### src/common/eewr_pkg.sv
// package: constants and types for the serial eeprom write path
package eewr_pkg;
	localparam int EEWR_SELECT_LOW_MIN_NS = 250;
	localparam int EEWR_CLK_PERIOD_NS = 25;
	localparam int EEWR_SELECT_LOW_MIN_CYC =
		(EEWR_SELECT_LOW_MIN_NS + EEWR_CLK_PERIOD_NS - 1) / EEWR_CLK_PERIOD_NS;
	localparam int EEWR_PROG_CYCLES_DEF = 200;
	localparam logic [1:0] EEWR_OP_EXT = 2'h0;
	localparam logic [1:0] EEWR_OP_WRITE = 2'h1;
	localparam logic [1:0] EEWR_EXT_DISABLE = 2'h0;
	localparam logic [1:0] EEWR_EXT_WRITE_ALL = 2'h1;
	localparam logic [1:0] EEWR_EXT_ERASE_ALL = 2'h2;
	localparam logic [1:0] EEWR_EXT_ENABLE = 2'h3;

	typedef enum logic [1:0] {
		EEWR_PH_IDLE,
		EEWR_PH_SHIFT,
		EEWR_PH_DONE
	} eewr_phase_t;

	typedef enum logic [1:0] {
		EEWR_PG_IDLE,
		EEWR_PG_ERASE,
		EEWR_PG_PROGRAM
	} eewr_prog_t;

	typedef struct packed {
		logic sel;
		logic sclk;
		logic serial_in;
	} eewr_pins_t;
endpackage

### src/logic/eewr_core.sv
// core: serial eeprom command shifter, write and write-all programming engine
// Contract
// - write loads 8 or 16 data bits
// - self-timed erase then program at select fall
// - select high after min low shows status, only while programming runs
// - status low while programming runs
// - status high once ready
// - write-all programs every location with data
// - write-all self-timed, starts at select fall
// - write-all needs no further serial clocks
// - write-all erases whole array first
// - write-all only while programming enabled
// - status available during write-all too
// - start bit: first edge with select and input
// - bits sampled on serial clock rising edge
// - programming disabled at power-up until enable
// - output released at every select fall
`timescale 1ns/1ps
module eewr_core
	import eewr_pkg::*;
#(
	parameter int DATA_W = 16,
	parameter int ADDR_W = 6,
	parameter int PROG_CYCLES = EEWR_PROG_CYCLES_DEF
) (
	input wire logic clk_sys_i,
	input wire logic rst_i,
	input wire logic ce_i,
	input wire eewr_pins_t pins_i,
	output logic serial_out_o,
	output logic serial_out_oe_o,
	output logic busy_o,
	output logic prog_enabled_o
);
	localparam int CMD_W = 2 + ADDR_W + DATA_W;
	localparam int WORDS = 1 << ADDR_W;
	localparam int CNT_W = $clog2(CMD_W + 1);
	localparam int PC_W = $clog2(PROG_CYCLES + 1);
	localparam int LC_W = $clog2(EEWR_SELECT_LOW_MIN_CYC + 1);

	logic [DATA_W-1:0] mem [WORDS];
	eewr_phase_t phase;
	eewr_prog_t prog;
	logic [CMD_W-1:0] shreg;
	logic [CNT_W-1:0] bit_cnt;
	logic sclk_q;
	logic sel_q;
	logic enabled;
	logic pend_write;
	logic pend_all;
	logic all_mode;
	logic [ADDR_W-1:0] tgt_addr;
	logic [DATA_W-1:0] tgt_data;
	logic [ADDR_W-1:0] sweep;
	logic [PC_W-1:0] prog_cnt;
	logic [LC_W-1:0] low_cnt;

	logic sclk_rise;
	logic sel_fall;
	logic sel_rise;
	logic [CMD_W-1:0] next_shreg;
	logic [1:0] op;
	logic [1:0] ext;
	logic [1:0] op_s;
	logic [1:0] ext_s;
	logic [ADDR_W-1:0] addr_f;
	logic [DATA_W-1:0] data_f;
	logic short_cmd;
	logic long_cmd;

	assign sclk_rise = pins_i.sclk && !sclk_q;
	assign sel_fall = sel_q && !pins_i.sel;
	assign sel_rise = !sel_q && pins_i.sel;
	assign next_shreg = {shreg[CMD_W-2:0], pins_i.serial_in};
	// field view of the command as it stands after this clock's bit
	assign op = next_shreg[CMD_W-1 -: 2];
	assign ext = next_shreg[CMD_W-3 -: 2];
	// a short command has only filled the low bits, so its fields sit lower down
	assign op_s = next_shreg[2+ADDR_W-1 -: 2];
	assign ext_s = next_shreg[ADDR_W-1 -: 2];
	assign addr_f = next_shreg[DATA_W +: ADDR_W];
	assign data_f = next_shreg[DATA_W-1:0];
	assign short_cmd = bit_cnt == CNT_W'(2 + ADDR_W - 1);
	assign long_cmd = bit_cnt == CNT_W'(CMD_W - 1);

	always_ff @(posedge clk_sys_i or posedge rst_i) begin
		if (rst_i) begin
			sclk_q <= 1'b0;
			sel_q <= 1'b0;
		end else if (ce_i) begin
			sclk_q <= pins_i.sclk;
			sel_q <= pins_i.sel;
		end
	end

	// serial command decoder
	always_ff @(posedge clk_sys_i or posedge rst_i) begin
		if (rst_i) begin
			phase <= EEWR_PH_IDLE;
			shreg <= '0;
			bit_cnt <= '0;
			enabled <= 1'b0;
			pend_write <= 1'b0;
			pend_all <= 1'b0;
			tgt_addr <= '0;
			tgt_data <= '0;
		end else if (ce_i) begin
			if (!pins_i.sel) begin
				phase <= EEWR_PH_IDLE;
				bit_cnt <= '0;
				if (sel_fall) begin
					pend_write <= 1'b0;
					pend_all <= 1'b0;
				end
			end else if (sclk_rise) begin
				unique case (phase)
					EEWR_PH_IDLE: begin
						// a busy part ignores new commands until it is ready
						if (pins_i.serial_in && prog == EEWR_PG_IDLE) begin
							phase <= EEWR_PH_SHIFT;
							bit_cnt <= '0;
							shreg <= '0;
						end
					end
					EEWR_PH_SHIFT: begin
						shreg <= next_shreg;
						bit_cnt <= bit_cnt + CNT_W'(1);
						if (short_cmd && op_s == EEWR_OP_EXT && ext_s != EEWR_EXT_WRITE_ALL) begin
							phase <= EEWR_PH_DONE;
							if (ext_s == EEWR_EXT_ENABLE) begin
								enabled <= 1'b1;
							end else if (ext_s == EEWR_EXT_DISABLE) begin
								enabled <= 1'b0;
							end
						end else if (short_cmd && op_s[1]) begin
							// read and single erase opcodes end the frame here and are not carried out
							phase <= EEWR_PH_DONE;
						end else if (long_cmd) begin
							phase <= EEWR_PH_DONE;
							tgt_addr <= addr_f;
							tgt_data <= data_f;
							pend_write <= enabled && op == EEWR_OP_WRITE;
							pend_all <= enabled && op == EEWR_OP_EXT;
						end
					end
					EEWR_PH_DONE: begin
					end
					default: phase <= EEWR_PH_IDLE;
				endcase
			end
		end
	end

	// self-timed engine, runs off the system clock only
	always_ff @(posedge clk_sys_i or posedge rst_i) begin
		if (rst_i) begin
			prog <= EEWR_PG_IDLE;
			prog_cnt <= '0;
			all_mode <= 1'b0;
			sweep <= '0;
		end else if (ce_i) begin
			unique case (prog)
				EEWR_PG_IDLE: begin
					if (sel_fall && (pend_write || pend_all)) begin
						prog <= EEWR_PG_ERASE;
						all_mode <= pend_all;
						prog_cnt <= '0;
						sweep <= '0;
					end
				end
				EEWR_PG_ERASE: begin
					if (prog_cnt == PC_W'(PROG_CYCLES - 1)) begin
						prog_cnt <= '0;
						sweep <= sweep + ADDR_W'(1);
						if (!all_mode || sweep == ADDR_W'(WORDS - 1)) begin
							prog <= EEWR_PG_PROGRAM;
							sweep <= '0;
						end
					end else begin
						prog_cnt <= prog_cnt + PC_W'(1);
					end
				end
				EEWR_PG_PROGRAM: begin
					if (prog_cnt == PC_W'(PROG_CYCLES - 1)) begin
						prog_cnt <= '0;
						sweep <= sweep + ADDR_W'(1);
						if (!all_mode || sweep == ADDR_W'(WORDS - 1)) begin
							prog <= EEWR_PG_IDLE;
						end
					end else begin
						prog_cnt <= prog_cnt + PC_W'(1);
					end
				end
				default: prog <= EEWR_PG_IDLE;
			endcase
		end
	end

	// array cells: erase sets ones, program stores the captured word
	always_ff @(posedge clk_sys_i) begin
		if (ce_i && prog_cnt == PC_W'(PROG_CYCLES - 1)) begin
			if (prog == EEWR_PG_ERASE) begin
				mem[all_mode ? sweep : tgt_addr] <= '1;
			end else if (prog == EEWR_PG_PROGRAM) begin
				mem[all_mode ? sweep : tgt_addr] <= tgt_data;
			end
		end
	end

	// low time of select counted so status only follows a legal pulse
	always_ff @(posedge clk_sys_i or posedge rst_i) begin
		if (rst_i) begin
			low_cnt <= '0;
		end else if (ce_i) begin
			if (pins_i.sel) begin
				low_cnt <= '0;
			end else if (low_cnt != LC_W'(EEWR_SELECT_LOW_MIN_CYC)) begin
				low_cnt <= low_cnt + LC_W'(1);
			end
		end
	end

	// status pin; busy flag is cleared one cycle after the engine finishes
	always_ff @(posedge clk_sys_i or posedge rst_i) begin
		if (rst_i) begin
			serial_out_o <= 1'b0;
			serial_out_oe_o <= 1'b0;
			busy_o <= 1'b0;
			prog_enabled_o <= 1'b0;
		end else if (ce_i) begin
			busy_o <= prog != EEWR_PG_IDLE || (sel_fall && (pend_write || pend_all));
			prog_enabled_o <= enabled;
			if (sel_fall) begin
				serial_out_oe_o <= 1'b0;
			end else if (sel_rise && low_cnt == LC_W'(EEWR_SELECT_LOW_MIN_CYC)
				&& (prog != EEWR_PG_IDLE)) begin
				serial_out_oe_o <= 1'b1;
			end
			if (serial_out_oe_o || sel_rise) begin
				serial_out_o <= prog == EEWR_PG_IDLE;
			end
		end
	end
endmodule

### config.mk
export PLATFORM = sky130hd
export DESIGN_NAME = eewr_core
export DESIGN_NICKNAME = d
export VERILOG_FILES = /design/src/common/eewr_pkg.sv /design/src/logic/eewr_core.sv
export SDC_FILE = /design/constraint.sdc
export NUM_CORES = 1
export LEC_CHECK = 0
export BUFFER_PORTS_ARGS = -buffer_cell sky130_fd_sc_hd__buf_2
export CELL_PAD_IN_SITES_DETAIL_PLACEMENT = 1
export CELL_PAD_IN_SITES_GLOBAL_PLACEMENT = 1
export CORE_ASPECT_RATIO = 1.4
export CORE_MARGIN = 2
export CORE_UTILIZATION = 44
export DETAILED_ROUTE_END_ITERATION = 10
export MAX_ROUTING_LAYER = met4
export PLACE_DENSITY_LB_ADDON = 0.2
export SYNTH_ARGS = -nofsm -noshare
export SYNTH_HDL_FRONTEND = slang
export SYNTH_SLANG_ARGS = --single-unit
### constraint.sdc
create_clock -name clk_sys_i -period 2 [get_ports clk_sys_i]
set_clock_uncertainty 0.2 [all_clocks]
set_input_delay 0.5 -clock clk_sys_i [delete_from_list [all_inputs] [get_ports clk_sys_i]]
set_output_delay 0.5 -clock clk_sys_i [all_outputs]
set_load 0.02 [all_outputs]
# Word level (Yosys, flattened, before mapping)
# Index checks and enable logic that the tools add are counted.
[classes] reduce_logical=46 addsub=4 muxes=46 eq_ne=28
[op_table] cell="23-bit one-hot mux with 2 select lines" n=1
[op_table] cell="6-bit two-way mux" n=4
[op_table] cell="23-bit two-way mux" n=1
[op_table] cell="2-bit two-way mux" n=11
[op_table] cell="2-bit inequality test (second input constant)" n=9
[op_table] cell="6-bit one-hot mux with 3 select lines" n=1
[op_table] cell="1-bit two-way mux" n=17
[op_table] cell="8-bit two-way mux" n=2
[op_table] cell="8-bit one-hot mux with 2 select lines" n=1
[op_table] cell="5-bit two-way mux" n=3
[op_table] cell="5-bit AND reduction" n=3
[op_table] cell="2-bit nonzero test" n=7
[op_table] cell="1-bit logical AND" n=12
[op_table] cell="2-bit one-hot mux with 3 select lines" n=2
[op_table] cell="6-bit AND reduction" n=2
[op_table] cell="2-bit zero test" n=5
[op_table] cell="5-bit one-hot mux with 2 select lines" n=1
[op_table] cell="8-bit by 1-bit adder with 8-bit output (second input constant)" n=1
[op_table] cell="8-bit == test (second input constant)" n=1
[op_table] cell="4-bit two-way mux" n=2
[op_table] cell="2-bit by 1-bit inequality test with 1-bit output (second input constant)" n=4
[op_table] cell="7-bit AND reduction" n=1
[op_table] cell="6-bit by 1-bit adder with 6-bit output (second input constant)" n=1
[op_table] cell="2-bit by 1-bit == test with 1-bit output (second input constant)" n=3
[op_table] cell="other kinds (18)" n=29
[totals] word_cells=141 register_bits=60 in_bits=6 out_inout_bits=4

# Logic depth before layout (Yosys ltp)
[logic_depth] depth_word=8 mapped_depth=8 depth_no_buf=7

# Least setup slack after synthesis
# No wires, ideal clock.
[synth_path] path_kind="flip-flop to flip-flop" from="register prog[0]" to="register shreg[3]" path_buffers=3 setup_slack_ns=-0.039 arrival_ns=1.718 path_stages_with_launch=9 setup_ns=0.121 period_less_slack_ns=2.039 t_required_ns=1.679 path_cell_list="dfrtp_1 -> inv_1 -> ha_1 -> buf_2 -> a21oi_1 -> or4_1 -> clkbuf_1 -> buf_2 -> a22o_1"
[synth_via] elab_chain_cells=4
[synth_rtl] element="start, declared" line="eewr_core.sv:43" source="eewr_prog_t prog;"
[synth_rtl] element="start signal, assigned" line="eewr_core.sv:157" source="prog <= EEWR_PG_IDLE;"
[synth_rtl] element="start signal, assigned" line="eewr_core.sv:165" source="prog <= EEWR_PG_ERASE;"
[synth_rtl] element="start signal, assigned" line="eewr_core.sv:176" source="prog <= EEWR_PG_PROGRAM;"
[synth_rtl] element="2-bit zero test" line="eewr_core.sv:119" source="if (pins_i.serial_in && prog == EEWR_PG_IDLE) begin"
[synth_rtl] element="1-bit logical AND" line="eewr_core.sv:119"
[synth_rtl] element="2-bit inequality test (no line)"
[synth_rtl] element="5-bit AND reduction (no line)"
[synth_rtl] element="end signal, assigned" line="eewr_core.sv:126" source="shreg <= next_shreg;"
[synth_rtl] element="end, declared" line="eewr_core.sv:44" source="logic [CMD_W-1:0] shreg;"
# No other way between the ends.
# A chain may end at the register's enable or synchronous reset.

# Worst setup path after layout
[layout_path] from="register sweep[1]" to="register sweep[4]"
[layout_via] elab_chain_cells=5 word_cells_on_any_way=7 classes_between="add/sub (1); eq/ne (1); mux (4); reduce/logical (1)"
[layout_rtl] element="start, declared" line="eewr_core.sv:54" source="logic [ADDR_W-1:0] sweep;"
[layout_rtl] element="start signal, assigned" line="eewr_core.sv:174" source="sweep <= sweep + ADDR_W'(1);"
[layout_rtl] element="start signal, assigned" line="eewr_core.sv:186" source="sweep <= sweep + ADDR_W'(1);"
[layout_rtl] element="branches (longest 4 deep; another with 6-bit by 1-bit adder with 6-bit output)"
[layout_rtl] element="6-bit one-hot mux with 3 select lines *" line="eewr_core.sv:162" source="unique case (prog)"
# Mark *: on every way between the ends. The select of a mux whose other input is x is not followed.

==> impl_metrics.csv <==
group,metric,value,unit
placement,preCtsSetupSlack,-0.1084,ns
logic_synthesis,syn_area,2928,µm²
route,initialDrtViolationCount,71,
die,die_h,100.5,µm
final_layout,mostFrequentLayoutCells,"dfrtp_1 (60), buf_4 (34), nand2_1 (32)",
final_layout,final_common_cell,"dfrtp_1",
final_layout,nFillCells,734,
power,pwr-share-clk,35.0,%
die,ios,10,
timing,finalHoldViolCount,0,
power,power_density,1018,nW/µm²
route,top_layer,"met4",
logic_synthesis,ys_ff_latch,60,
timing,period_share,95.16,%
global_routing,grt_pass1_wl,11.55,mm
clocking,path_clk_slew,0.07,ns
worst_setup_path,end_kind,"register",
worst_setup_path,cp.required,2.03,ns
clocking,htree_levels,3,
global_routing,grt_pass1_vias,2401,
timing,worst_pin_slew,0.3766,ns
placement,gp_congestion,0.7703,
clocking,hold_buffers,0,
route,dr.pass1.iters,4,
power,pwr-share-comb,25.7,%
placement,dp_hpwl,4.540,mm
global_routing,grt_use_total,20.96,%
final_layout,n_antenna_cell,0,
flow_run,drv_cap,0,
status,status,"finished, final reports clean",
final_layout,area_delta_synth_final,22.61,%
min_path,hold_class,"in2async",
clocking,numCtsBuffers,9,
timing,rsz0062_at_grt,"false",
die,die_w,72.94,µm
power,p_leak,1.655,nW
final_layout,multi_input_area,1360,µm²
power,p_sw,1.077,mW
clocking,clock-sinks,60,
route,dr_wl_met3,108,µm
global_routing,grt_antenna_before_repair,0,
clocking,clock_latency,0.34,ns
clocking,cts_buffer_depth,2,
timing,finalSetupTns,0,ns
logic_synthesis,syn_nets,297,
die,start_util,44.87,%
route,drc,0,
worst_setup_path,worst-path-max-fanout,6,
route,ant_nets,0,
power,pwr-share-seq,39.3,%
placement,numPortBuffers,9,
route,wl_per_cell,16.05,µm
worst_setup_path,worstSetupStartpointType,"register",
worst_setup_path,arrival,1.93,ns
worst_setup_path,critPathKind,"reg2reg",
logic_synthesis,synth_seq_area_share,51.28,%
logic_synthesis,synth_top_area_share,51.28,%
timing,max_freq,525.4,MHz
die,fp.coreArea,6525,µm²
logic_synthesis,syn_area_per_cell,10.49,µm²
final_layout,layout-drive-gt1-share,27.49,%
global_routing,grt_max_degree,61,
power,max-vdd-ir-drop,450.5,µV
power,internal_power,2.579,mW
timing,fin_ws,0.09681,ns
timing,fin_crit,1.903,ns
timing,setup_violations,0,
logic_synthesis,netlist_instances,279,
final_layout,seqCellArea,1501,µm²
timing,slew_viol_final,0,
final_layout,layout.nets,344,
logic_synthesis,ys_top_cells_by_area,"dfrtp_1 (51%), a22o_1 (7.8%), ha_1 (5.1%)",
global_routing,gr-total-overflow,0,
power,finalPower,3.655,mW
route,viasPerCell,5.667,
timing,maxSlewHeadroom,74.62,%
die,rows,35,
logic_synthesis,synth_cell_types,42,
logic_synthesis,synth_area_leader_cell,"dfrtp_1",
die,dieArea,7332,µm²
clocking,cts_tree,"yes",
route,vias,2295,
clocking,cts-root-buf,"clkbuf_8",
route,route.met2.wl,3.384,mm
route,finalWirelength,6.502,mm
logic_synthesis,yosys_warnings,0,
power,swShare,29.45,%
route,wl_met1,2.893,mm
## cell families after synthesis
| logic type | after synthesis | share of synthesized area (%) |
|---|---|---|
| AO/OA/AOI/OAI | 81 | 20.56 |
| AND/OR/NAND/NOR | 95 | 16.75 |
| multiplexers | 7 | 2.692 |
| flip-flops | 60 | 51.28 |
| adder cells (fa/ha/maj) | 12 | 5.128 |
| buffers and inverters | 24 | 3.590 |
## layout make-up
cell class	count	share of cell area (%)
inverters	14	1.568
clock inverters	3	1.882
flip-flops and latches	60	41.83
repair buffers	46	9.550
multi-input cells	195	37.89
well taps	74	2.579
clock buffers	13	4.705
## timing repair
item                                    CTS  global route
gates resized for setup                   3            14
pin swaps                                 1             4
endpoints found under the hold margin     0             0
setup buffers                             1             2
endpoints found under the setup margin    9            35
## worst paths after layout
| check | start | endpoint | slack (ns) | cells after the start |
|---|---|---|---|---|
| max reg2reg | sweep[1] | sweep[4] | 0.1 | 7 |
| max in group asynchronous | rst_i | sclk_q | 1.31 | 3 |
| min reg2reg | shreg[14] | shreg[14] | 0.30 | 1 |
| max | sweep[1] | sweep[4] | 0.1 | 7 |
| min | rst_i | sweep[2] | 0.03 | 3 |
| min in group clk_sys_i | pins_i[1] | sclk_q | 0.21 | 2 |
## power groups by stage
stage          clock (mW)  sequential [mW]  combinational, mW
2_1_floorplan           0             1.47              0.506
3_3_place_gp            0             1.45              0.861
3_5_place_dp            0             1.45              0.888
4_1_cts              1.31             1.43              0.924
5_1_grt              1.36             1.46               1.06
6_report             1.28             1.44              0.940
## stage by stage
stage / util [%] / hold WS, ns / cells / cell area, µm²
final: 55.01 / 0.03235 / 405 / 3590
after global routing: 55.01 / 0.06173 / 405 / 3590
after global placement: 50.34 / 0.2811 / 386 / 3284
after detailed placement: 50.34 / 0.2825 / 386 / 3284
after CTS: 54.17 / 0.03630 / 403 / 3535
after floorplan: - / 0.2516 / 279 / 2934
## cell usage after synthesis
cell type  instances
a211oi_1           1
a21o_1             1
a21oi_1            6
a221o_1            3
a22o_1            26
a31oi_1            3
and3_1             3
buf_2              6
buf_4              2
clkbuf_1           2
dfrtp_1           60
ha_1              12
inv_1             12
inv_2              2
mux2_2             7
nand2_1           33
nand2b_1           2
nand3_1            9
nand3b_1           5
nand4_1            4
nand4b_1           2
nor2_1            18
nor2_4             2
nor2b_1            4
nor3_1             3
nor3_2             1
nor4_1             3
nor4_2             1
o2111ai_4          1
o211a_1            1
o211ai_1           1
o21ai_0           22
o21ai_1            3
o21ai_2            1
o21bai_1           2
o221ai_1           1
o22ai_1            2
o31ai_1            6
o31ai_4            1
or2_2              1
or3b_1             2
or4_1              2
## state kept, by name (all words and copies together), names as in the netlist
signal,cells
serial_out_o,1
bit_cnt,5
all_mode,1
enabled,1
shreg,23
prog_enabled_o,1
low_cnt,4
sweep,6
serial_out_oe_o,1
sclk_q,1
prog,2
phase,2
pend_write,1
pend_all,1
sel_q,1
prog_cnt,8
busy_o,1
## worst max-delay path, cell delays in order (launching register included)
cell and delay [ns]:
dfrtp_1 0.40, ha_4 0.16, nand3_2 0.11, o211a_1 0.24
o21ai_1 0.14, buf_4 0.17, nor2_4 0.06, a221o_1 0.30
## routing by layer
layer / GRT usage, % / vias to the layer above
met5: - / -
met3: 3.000 / 9
met4: 9.829 / 0
met1: 25.80 / 1154
met2: 33.78 / 20
li1: - / 1112
(Power assumes the default switching activity.)
